$ cat src/common/temp_alarm_pkg.sv
// Purpose: Shared constants for the temperature alarm status flag block
// Assumes: 8-bit registers, temperatures as signed 8-bit whole degrees
// Notes:   Register bit positions and reset values live here
package temp_alarm_pkg;
    localparam int NUM_REMOTE        = 6;
    localparam int TEMP_W            = 8;
    localparam int LOCAL_BIT         = 6;
    localparam logic [7:0] STAT1_RESET      = 8'h00;
    localparam logic [7:0] STAT2_RESET      = 8'h00;
    localparam logic [7:0] CFG2_RESET       = 8'h00;
    localparam logic [7:0] CFG3_RESET       = 8'h00;
    localparam logic [7:0] STAT1_VALID_MASK = 8'h7f;
    localparam logic [7:0] STAT2_VALID_MASK = 8'h39;
    localparam logic [7:0] CFG3_VALID_MASK  = 8'h39;
    localparam logic [7:0] HYST_DEG         = 8'h04;
endpackage

$ cat src/logic/temp_channel_cmp.sv
// Purpose: One channel's limit compare with release hysteresis
// Assumes: Temperature and limit are signed whole degrees
// Notes:   Condition sets above limit, clears below limit minus hysteresis
`timescale 1ns/1ps
module temp_channel_cmp
    import temp_alarm_pkg::*;
#(
    parameter int W = TEMP_W
) (
    input  wire logic              clk,
    input  wire logic              reset_n,
    input  wire logic              sample,
    input  wire logic signed [W-1:0] temp,
    input  wire logic signed [W-1:0] limit,
    output logic                   cond
);
    logic signed [W:0] rel_lvl;
    logic              above;
    logic              below;

    // One extra bit so limit minus hysteresis cannot wrap
    assign rel_lvl = $signed({limit[W-1], limit})
                     - $signed((W+1)'(HYST_DEG));
    assign above   = temp > limit;
    // Signed cast, else a negative reading compares as a huge value
    assign below   = $signed({temp[W-1], temp}) < rel_lvl;

    // Condition updates only on a finished conversion
    always_ff @(posedge clk or negedge reset_n) begin
        if (!reset_n) begin
            cond <= 1'b0;
        end else if (sample) begin
            if (above) begin
                cond <= 1'b1;
            end else if (below) begin
                cond <= 1'b0;
            end
        end
    end
endmodule

$ cat src/logic/temp_alarm_status_flags.sv
// Purpose: Alarm status flags, masks and alarm outputs of a temp monitor
// Assumes: Converter delivers one result with a done pulse per channel
// Notes:   Fault inputs are pins, synchronised before use
// Operation
// - Local above its high limit sets bit 6 of first status.
// - Remote 1 to 6 above high limits set first status bits 0 to 5.
// - Remote 1 above its overtemp limit sets second status bit 0.
// - Remotes 4, 5, 6 over overtemp limits set bits 3, 4, 5.
// - Open or supply-tied diode inputs report a diode fault.
// - Faulted remote channels are skipped in the measurement sequence.
// - A masked channel never drives warning or overtemp alarm outputs.
// - Second status clears only on its read; output stays asserted.
// - Overtemp ends only below threshold minus 4 degrees.
// - Second config bits 0-5 mask remote alerts, bit 6 local.
// - Third config bits 0,3,4,5 mask overtemp of channels 1,4,5,6.
`timescale 1ns/1ps
module temp_alarm_status_flags
    import temp_alarm_pkg::*;
#(
    parameter int NCH = NUM_REMOTE
) (
    input  wire logic                   clk,
    input  wire logic                   reset_n,
    input  wire logic [NCH-1:0]         diode_open_in,
    input  wire logic [NCH-1:0]         diode_anode_high_in,
    input  wire logic                   conv_done,
    input  wire logic [2:0]             conv_chan,
    input  wire logic signed [TEMP_W-1:0] conv_temp,
    input  wire logic [8*TEMP_W-1:0]    alert_limits,
    input  wire logic [8*TEMP_W-1:0]    overtemp_limits,
    input  wire logic                   cfg2_wr,
    input  wire logic                   cfg3_wr,
    input  wire logic [7:0]             cfg_wdata,
    input  wire logic                   stat2_rd,
    output logic [7:0]                  high_alert_flags,
    output logic [7:0]                  overtemp_flags,
    output logic [7:0]                  diode_fault_flags,
    output logic [7:0]                  alert_mask_cfg,
    output logic [7:0]                  overtemp_mask_cfg,
    output logic [2:0]                  next_chan,
    output logic                        alert_out_o,
    output logic                        alert_out_oe,
    output logic                        overtemp_alarm_out_o,
    output logic                        overtemp_alarm_out_oe
);
    import temp_alarm_pkg::*;

    ////////////////////////////////////////////////////////////////////////
    // Pin synchronisers for diode fault detectors
    logic [NCH-1:0] open_s1_q, open_s2_q, high_s1_q, high_s2_q;
    always_ff @(posedge clk or negedge reset_n) begin
        if (!reset_n) begin
            open_s1_q <= '0;
            open_s2_q <= '0;
            high_s1_q <= '0;
            high_s2_q <= '0;
        end else begin
            open_s1_q <= diode_open_in;
            open_s2_q <= open_s1_q;
            high_s1_q <= diode_anode_high_in;
            high_s2_q <= high_s1_q;
        end
    end

    // Fault reported in bits 1..6, bit 0 and 7 reserved
    logic [NCH-1:0] fault;
    assign fault = open_s2_q | high_s2_q;
    assign diode_fault_flags = {1'b0, fault, 1'b0};

    ////////////////////////////////////////////////////////////////////////
    // Measurement sequence: channel 0 local, 1..6 remote
    function automatic logic [2:0] step(input logic [2:0] cur,
                                        input logic [NCH-1:0] flt);
        logic [2:0] c;
        logic       found;
        c = cur;
        found = 1'b0;
        step = 3'd0;
        for (int i = 0; i < NCH + 1; i++) begin
            c = (c == 3'd6) ? 3'd0 : c + 3'd1;
            if (!found && (c == 3'd0 || !flt[c - 3'd1])) begin
                step = c;
                found = 1'b1;
            end
        end
    endfunction

    logic [2:0] next_chan_d;
    assign next_chan_d = step(next_chan, fault);
    always_ff @(posedge clk or negedge reset_n) begin
        if (!reset_n) begin
            next_chan <= 3'd0;
        end else if (conv_done) begin
            next_chan <= next_chan_d;
        end
    end

    ////////////////////////////////////////////////////////////////////////
    // Per-channel compares; results from faulted channels are dropped
    logic [NCH:0] samp, alert_c, ot_c;
    genvar g;
    generate
        for (g = 0; g <= NCH; g++) begin : gen_ch
            logic [TEMP_W-1:0] a_lim, o_lim;
            assign a_lim = alert_limits[g*TEMP_W +: TEMP_W];
            assign o_lim = overtemp_limits[g*TEMP_W +: TEMP_W];
            if (g == 0) begin : gen_loc
                assign samp[g] = conv_done && conv_chan == 3'd0;
            end else begin : gen_rem
                assign samp[g] = conv_done && conv_chan == 3'(g)
                                 && !fault[g-1];
            end
            temp_channel_cmp #(.W(TEMP_W)) u_alert (
                .clk(clk), .reset_n(reset_n), .sample(samp[g]),
                .temp(conv_temp), .limit(a_lim), .cond(alert_c[g]));
            temp_channel_cmp #(.W(TEMP_W)) u_ot (
                .clk(clk), .reset_n(reset_n), .sample(samp[g]),
                .temp(conv_temp), .limit(o_lim), .cond(ot_c[g]));
        end
    endgenerate

    ////////////////////////////////////////////////////////////////////////
    // Mask configuration registers
    always_ff @(posedge clk or negedge reset_n) begin
        if (!reset_n) begin
            alert_mask_cfg    <= CFG2_RESET;
            overtemp_mask_cfg <= CFG3_RESET;
        end else begin
            if (cfg2_wr) begin
                alert_mask_cfg <= {1'b0, cfg_wdata[6:0]};
            end
            if (cfg3_wr) begin
                overtemp_mask_cfg <= cfg_wdata & CFG3_VALID_MASK;
            end
        end
    end

    ////////////////////////////////////////////////////////////////////////
    // Status: first tracks conditions, second sticky until read
    logic [7:0] stat1_d, ot_now, stat2_d;
    logic [7:0] ot_prev_q;
    assign stat1_d = {1'b0, alert_c[0], alert_c[6:1]}
                     & STAT1_VALID_MASK;
    assign ot_now  = {2'b00, ot_c[6:4], 2'b00, ot_c[1]}
                     & STAT2_VALID_MASK;
    // New condition wins over a same-cycle read clear
    assign stat2_d = (stat2_rd ? 8'h00 : overtemp_flags)
                     | (ot_now & ~ot_prev_q);

    always_ff @(posedge clk or negedge reset_n) begin
        if (!reset_n) begin
            high_alert_flags <= STAT1_RESET;
            overtemp_flags   <= STAT2_RESET;
            ot_prev_q        <= 8'h00;
        end else begin
            high_alert_flags <= stat1_d;
            overtemp_flags   <= stat2_d;
            ot_prev_q        <= ot_now;
        end
    end

    ////////////////////////////////////////////////////////////////////////
    // Open-drain alarms follow live masked conditions, not the read flags
    logic alert_any, ot_any;
    assign alert_any = |(stat1_d[6:0] & ~alert_mask_cfg[6:0]);
    assign ot_any    = |(ot_now & ~overtemp_mask_cfg);
    assign alert_out_o           = 1'b0;
    assign alert_out_oe          = alert_any;
    assign overtemp_alarm_out_o  = 1'b0;
    assign overtemp_alarm_out_oe = ot_any;
endmodule

$ cat config.mk
export PLATFORM = sky130hd
export DESIGN_NAME = temp_alarm_status_flags
export DESIGN_NICKNAME = d
export VERILOG_FILES = /design/src/common/temp_alarm_pkg.sv /design/src/logic/temp_channel_cmp.sv /design/src/logic/temp_alarm_status_flags.sv
export SDC_FILE = /design/constraint.sdc
export NUM_CORES = 1
export LEC_CHECK = 0
export ABC_CLOCK_PERIOD_IN_PS = 5000
export BUFFER_PORTS_ARGS = -buffer_cell sky130_fd_sc_hd__buf_4
export CORE_MARGIN = 2
export CORE_UTILIZATION = 43
export DETAILED_ROUTE_END_ITERATION = 16
export PLACE_DENSITY = 0.69
export SLEW_MARGIN = 20
export SYNTH_ARGS = -nofsm -noshare
export SYNTH_HDL_FRONTEND = slang
export SYNTH_SLANG_ARGS = --single-unit
$ cat constraint.sdc
create_clock -name clk -period 5 [get_ports clk]
set_clock_uncertainty 0.05 [all_clocks]
set_input_delay 0.5 -clock clk [delete_from_list [all_inputs] [get_ports clk]]
set_output_delay 0.5 -clock clk [all_outputs]
set_load 0.005 [all_outputs]
* After elaboration in Yosys (flattened, before gate mapping)
Cells that the tools add are included.
** Operators by class
- Multiplexer cells :: 57
- Shift-type cells :: 0
- Bitwise logic cells :: 8
- Multiply operators :: 0
- $add $sub $neg :: 25
- Magnitude comparators :: 29
- Equal/unequal tests :: 13
- Reductions and logical operators :: 77
- Divide/modulo/power cells :: 0
** Operators with widths (number)
- $lt A8 B9 Y1 :: 11
- $sub A8 B4 Y9 const B :: 11
- $gt A8 B8 Y1 :: 11
- $mux W3 :: 14
- $mux W1 :: 35
- $eq A3 B3 Y1 const B :: 10
- $lt A3 B4 Y1 const B :: 7
- $logic_not A3 Y1 :: 8
- $reduce_and A2 Y1 :: 11
- $reduce_bool A2 Y1 :: 11
- $add A3 B1 Y3 const B :: 7
- $bmux W1 S3 :: 7
- $sub A3 B1 Y3 const B :: 7
- $logic_and A1 B1 Y1 :: 19
- $logic_not A1 Y1 :: 19
- $and A6 B8 Y8 :: 2
- $not A6 Y8 :: 2
- $mux W8 :: 1
- $or A8 B8 Y8 :: 1
- $reduce_or A8 Y1 :: 1
- $and A7 B7 Y7 :: 1
- $logic_or A1 B1 Y1 :: 7
- $not A7 Y7 :: 1
- $reduce_or A7 Y1 :: 1
- 3 further kinds :: 4
** Word-level totals
- Word-level logic and storage cells :: 230
- Memories kept :: 0
- Bits of input ports :: 165
- RAM bits :: 0
- ROM bits :: 0
- Bits in latches :: 0
- Bits in registers :: 68
- Output and inout port bits :: 47

* Longest topological paths before layout
- Word-level depth :: 26
- Depth in mapped cells :: 20
- Gate-level depth less buffers :: 17

* By module
A second synthesis with hierarchy kept.
** Unflattened totals
- Cell total of the unflattened synthesis :: 1070
- Area total of the unflattened synthesis :: 9168.8 um2
** Modules (own cells, without submodules)
- temp_channel_cmp :: area each 501.7 um2, instances 11, seq. area each 25.0 um2, cells each 60
- temp_alarm_status_flags :: area each 3649.8 um2, instances 1, seq. area each 1326.3 um2, cells each 410

* Worst setup path before layout
Ideal clock, no wire load.
- Path kind :: register -> register
- From :: register next_chan[0]
- To :: register next_chan[0]
- Buffers on the path :: 2
- Clock period less this slack :: 4.902 ns
- Setup time :: 0.086 ns
- Required time :: 4.864 ns
- Arrival time :: 4.767 ns
- Cell stages (with the launch flop) :: 19
- Slack :: 0.098 ns
- Cells stage by stage :: dfrtp_1 > clkbuf_1 > nor2b_1 > a21oi_1 > inv_1 > ha_1 > or2_0 > buf_2 > o31ai_2 > nor2_1 > a21o_1 > or3_1 > nand2_1 > mux2_2 > ha_1 > nor3b_1 > a211o_1 > or4_1 > a32oi_1
** On the way
- Longest elaborated chain between the ends :: 26
- Elaborated cells on any way between the ends :: 88
- Those cells by class :: add/sub: 14; eq/ne: 7; mux: 34; reduce/logical: 33
** Ends and longest elaborated chain
- start: declaration :: line temp_alarm_status_flags.sv:40 : output logic [2:0] next_chan,
- start signal: assignment :: line temp_alarm_status_flags.sv:94 : next_chan <= next_chan_d;
- $add A3 B1 Y3 or $eq A3 B3 Y1 (tied branches) :: line temp_alarm_status_flags.sv:80 : c = (c == 3'd6) ? 3'd0 : c + 3'd1;
- $mux W3 (*) :: line temp_alarm_status_flags.sv:80
- parallel branches: the longest is 23 deep, another holds $add A3 B1 Y3
- $mux W3 (*) :: line temp_alarm_status_flags.sv:81 : if (!found && (c == 3'd0 || !flt[c - 3'd1])) begin
Mark *: on every way between the ends. The select of a mux whose other input is x is not followed.
A chain may end at the register's enable or synchronous reset.

* Worst setup path after layout
Same ends and word-level chain as after synthesis.

==> flow_summary_export.csv <==
group,metric,value,unit
cts,clk_pin_slew_worst_paths,0.05,ns
critical_path,critical_path.startpoint_type,"register",
synth,synth_top_area_share,26.7,%
grt,overflow,0,
cts,cts-root-buf,"clkbuf_16",
synth,synth_compound_area_share,22.4,%
synth,synth_top_family_by_area,"adder cells",
cts,cts_tree,"yes",
synth,yosysSeqAreaShare,18.7,%
cells_and_area,layout_commonest_cell,"buf_4",
route,via_count,7966,
sta,fmax,0.212,GHz
die,dieWidth,145,um
route,routed_wl,23.3,mm
grt,grt.met2_usage,37.8,%
cells_and_area,nFillCells,1881,
synth,dominantRegCellSynth,"dfrtp_1",
cts,cts_buffers,9,
sta,tightestPinTransition,0.820,ns
sta,post-route-min-period,4.71,ns
placed_design,globalplace.congestion,0.919,
power_and_ir_drop,finalPower,5010,uW
synth,synth_area_leaders,"ha_1, dfrtp_1, inv_1",
die,core.rowCount,51,
grt,antenna_found_initial,0,
grt,grt_max_degree,65,
power_and_ir_drop,peakVddDrop,304,uV
cells_and_area,drive_gt1_share,18.8,%
synth,avgSynthCellArea,8.28,um^2
sta,post-route-period-util,94.2,%
grt,track_usage,21.8,%
synth,syn_inst,1036,
cts,clk_latency,0.32,ns
cells_and_area,area_delta_synth_final,21.6,%
placed_design,portBuffers,156,
run_status,status,"completed",
die,ios,212,
min_path,hold_path_class,"primary input to async pin",
placed_design,dpl-instance-area,0.0102,mm^2
critical_path,crit_top_cell,"buf_4",
cts,postCtsHoldBufs,0,
cts,clockBufferDepth,2,
synth,synthMuxAreaShare,3.48,%
die,initial_core_util,43.9,%
grt,grt_pass1_wl,37.8,mm
synth,ys_warn_count,0,
route,viasPerCell,5.36,
cells_and_area,final_cell_area,0.0104,mm^2
grt,grt_pass1_vias,7761,
critical_path,cp.required,5.17,ns
route,first_iter_violations,462,
sta,hold_violations,0,
grt,busiest_layer,"met2",
power_and_ir_drop,power_density,480,mW/mm^2
critical_path,crit_type,"register to register",
cts,htree_levels,3,
route,antenna_left,0,
die,dieHeight,145,um
cells_and_area,layout_common_cells,"buf_4, ha_1, inv_1",
grt,use_met3,3.96,%
synth,synth_edf_count,0,
synth,ys_ff_latch,64,
synth,synthAdderAreaFrac,26.8,%
placed_design,dp_hpwl,19.0,mm
critical_path,cp.arrival,4.88,ns
sta,setup_viol_count_final,0,
critical_path,crit_path_max_incr_delay,0.45,ns
synth,synth_cell_type_count,77,
synth,yosys.area.top_type,"ha_1",
route,dr.pass1.iters,5,
critical_path,critPathSlowestCell,"a2111o_1",
critical_path,cp-end-kind,"register",
job,cap_violations,0,
die,dieArea,0.0211,mm^2
route,drc_errors,0,
critical_path,cp_cell_sequence,"nor2b_1 -> a21oi_1 -> buf_4 -> ha_1 -> buf_4 -> o21ba_1 -> o211ai_1 -> o31ai_2 -> buf_4 -> a2111o_1 -> a211oi_1 -> o21ai_0 -> nand2_1 -> mux2_2 -> ha_1 -> nor3b_1 -> a211o_1 -> or4_1 -> a32oi_1",
cells_and_area,antennaDiodeCount,0,
power_and_ir_drop,p_leak,0.00511,uW
synth,synthesis.area,0.00858,mm^2
synth,synth_xor_area_share,4.49,%
cts,cts_resized,0,
sta,rsz0062_at_grt,"false",
sta,slew_headroom,44.7,%
sta,fin_setup_tns,0,ns
cts,clock_sink_count,64,
die,coreArea,0.0195,mm^2
critical_path,cp_max_fo,7,
cells_and_area,final_net_count,1563,
cts,cts_setup_buffers,0,
route,wire_per_inst,15.7,um
sta,slew_viol_final,0,
grt,use_met1,27.9,%
synth,synthSimpleGateAreaFrac,16.6,%
synth,async_reset_ff_share,100,%
[synth_stat cells (all sizes together) (3+ instances only)]
master,number
o21ai,80
o21a,46
nand2,30
nor2b,28
a21boi,13
a211oi,8
inv,120
a21oi,74
or2,3
nand2b,31
o211ai,7
clkbuf,6
and3,4
a21o,4
mux2,11
nor3b,3
a31oi,16
or4,4
a22oi,4
nor2,75
o22ai,7
mux2i,14
ha,183
dfrtp,64
buf,24
a221oi,3
nand4,16
o211a,4
nor4b,3
nand3,35
nor3,29
a211o,3
xnor2,43
and2b,3
[flip-flops by register name, summed over array words and instances, names as in the netlist, 6 cells and up]
signal               count
high_alert_flags         7
open_s2_q                6
alert_mask_cfg           7
high_s1_q                6
high_s2_q                6
open_s1_q                6
gen_ch.u_alert.cond      7
[critical path: cells and delay by family (launching register included)]
family	cells	cell delay, ns
adders and majority gates	2	0.56
DFF	1	0.42
buffers and inverters	3	0.53
and+or+nand+nor	4	0.83
AOI/OAI and AO/OA	9	1.86
muxes	1	0.35
[metrics by stage]
step / hold slack, ns / utilization (%) / std cells / setup WS, ns
floorplan: 0.154 / - / 1049 / 0.0978
global placement: 0.283 / 52.0 / 1469 / 0.287
detailed placement: 0.285 / 52.0 / 1469 / 0.242
CTS: 0.221 / 53.4 / 1485 / 0.230
global route: 0.220 / 53.4 / 1485 / 0.0223
finish: 0.205 / 53.4 / 1485 / 0.288
[cell type report]
cell class              count  area [um^2]  share of cell area, %
flip-flops and latches     64         1600                   15.4
inverters                 120          450                   4.32
repair buffers            185         1390                   13.3
clock inverters             7         47.5                  0.456
well taps                 265          332                   3.18
multi-input cells         835         6390                   61.2
clock buffers               9          225                   2.16
[power by group]
part / switching (uW) / leakage [uW] / internal (uW) / total [uW]
sequential: 71.5 / 0.000769 / 611 / 682
combinational: 2140 / 0.00421 / 1630 / 3770
clock: 227 / 0.000132 / 334 / 562
total: 2440 / 0.00511 / 2570 / 5010
[metal layers]
metal	up-vias	routed length, um
met1	3648	10300
met5	-	0
li1	4056	-
met2	224	11100
met4	0	462
met3	38	1460
[final timing paths]
path                             startpoint                  end  slack [ns]  depth (start not counted)
hold reg to reg                open_s1_q[5]         open_s2_q[5]        0.30                          0
min in group clk           diode_open_in[1]         open_s1_q[1]        0.23                          1
setup / recovery               next_chan[0]         next_chan[0]        0.29                         19
hold / removal                      reset_n         high_s1_q[0]        0.21                          1
max in group asynchronous           reset_n  high_alert_flags[1]        4.16                          1
setup reg to reg               next_chan[0]         next_chan[0]        0.29                         19
[kinds of logic (layout without fill, tap and decap cells)]
family / count (synthesis) / after routing
xor gates and xnor gates: 44 / 44
DFF: 64 / 64
AOI/OAI and AO/OA: 294 / 294
adders and majority gates: 184 / 184
muxes: 26 / 26
buffers and inverters: 150 / 321
and+or+nand+nor: 273 / 273
other: 1 / 14
Note: power is estimated with default switching activity, not from simulation.
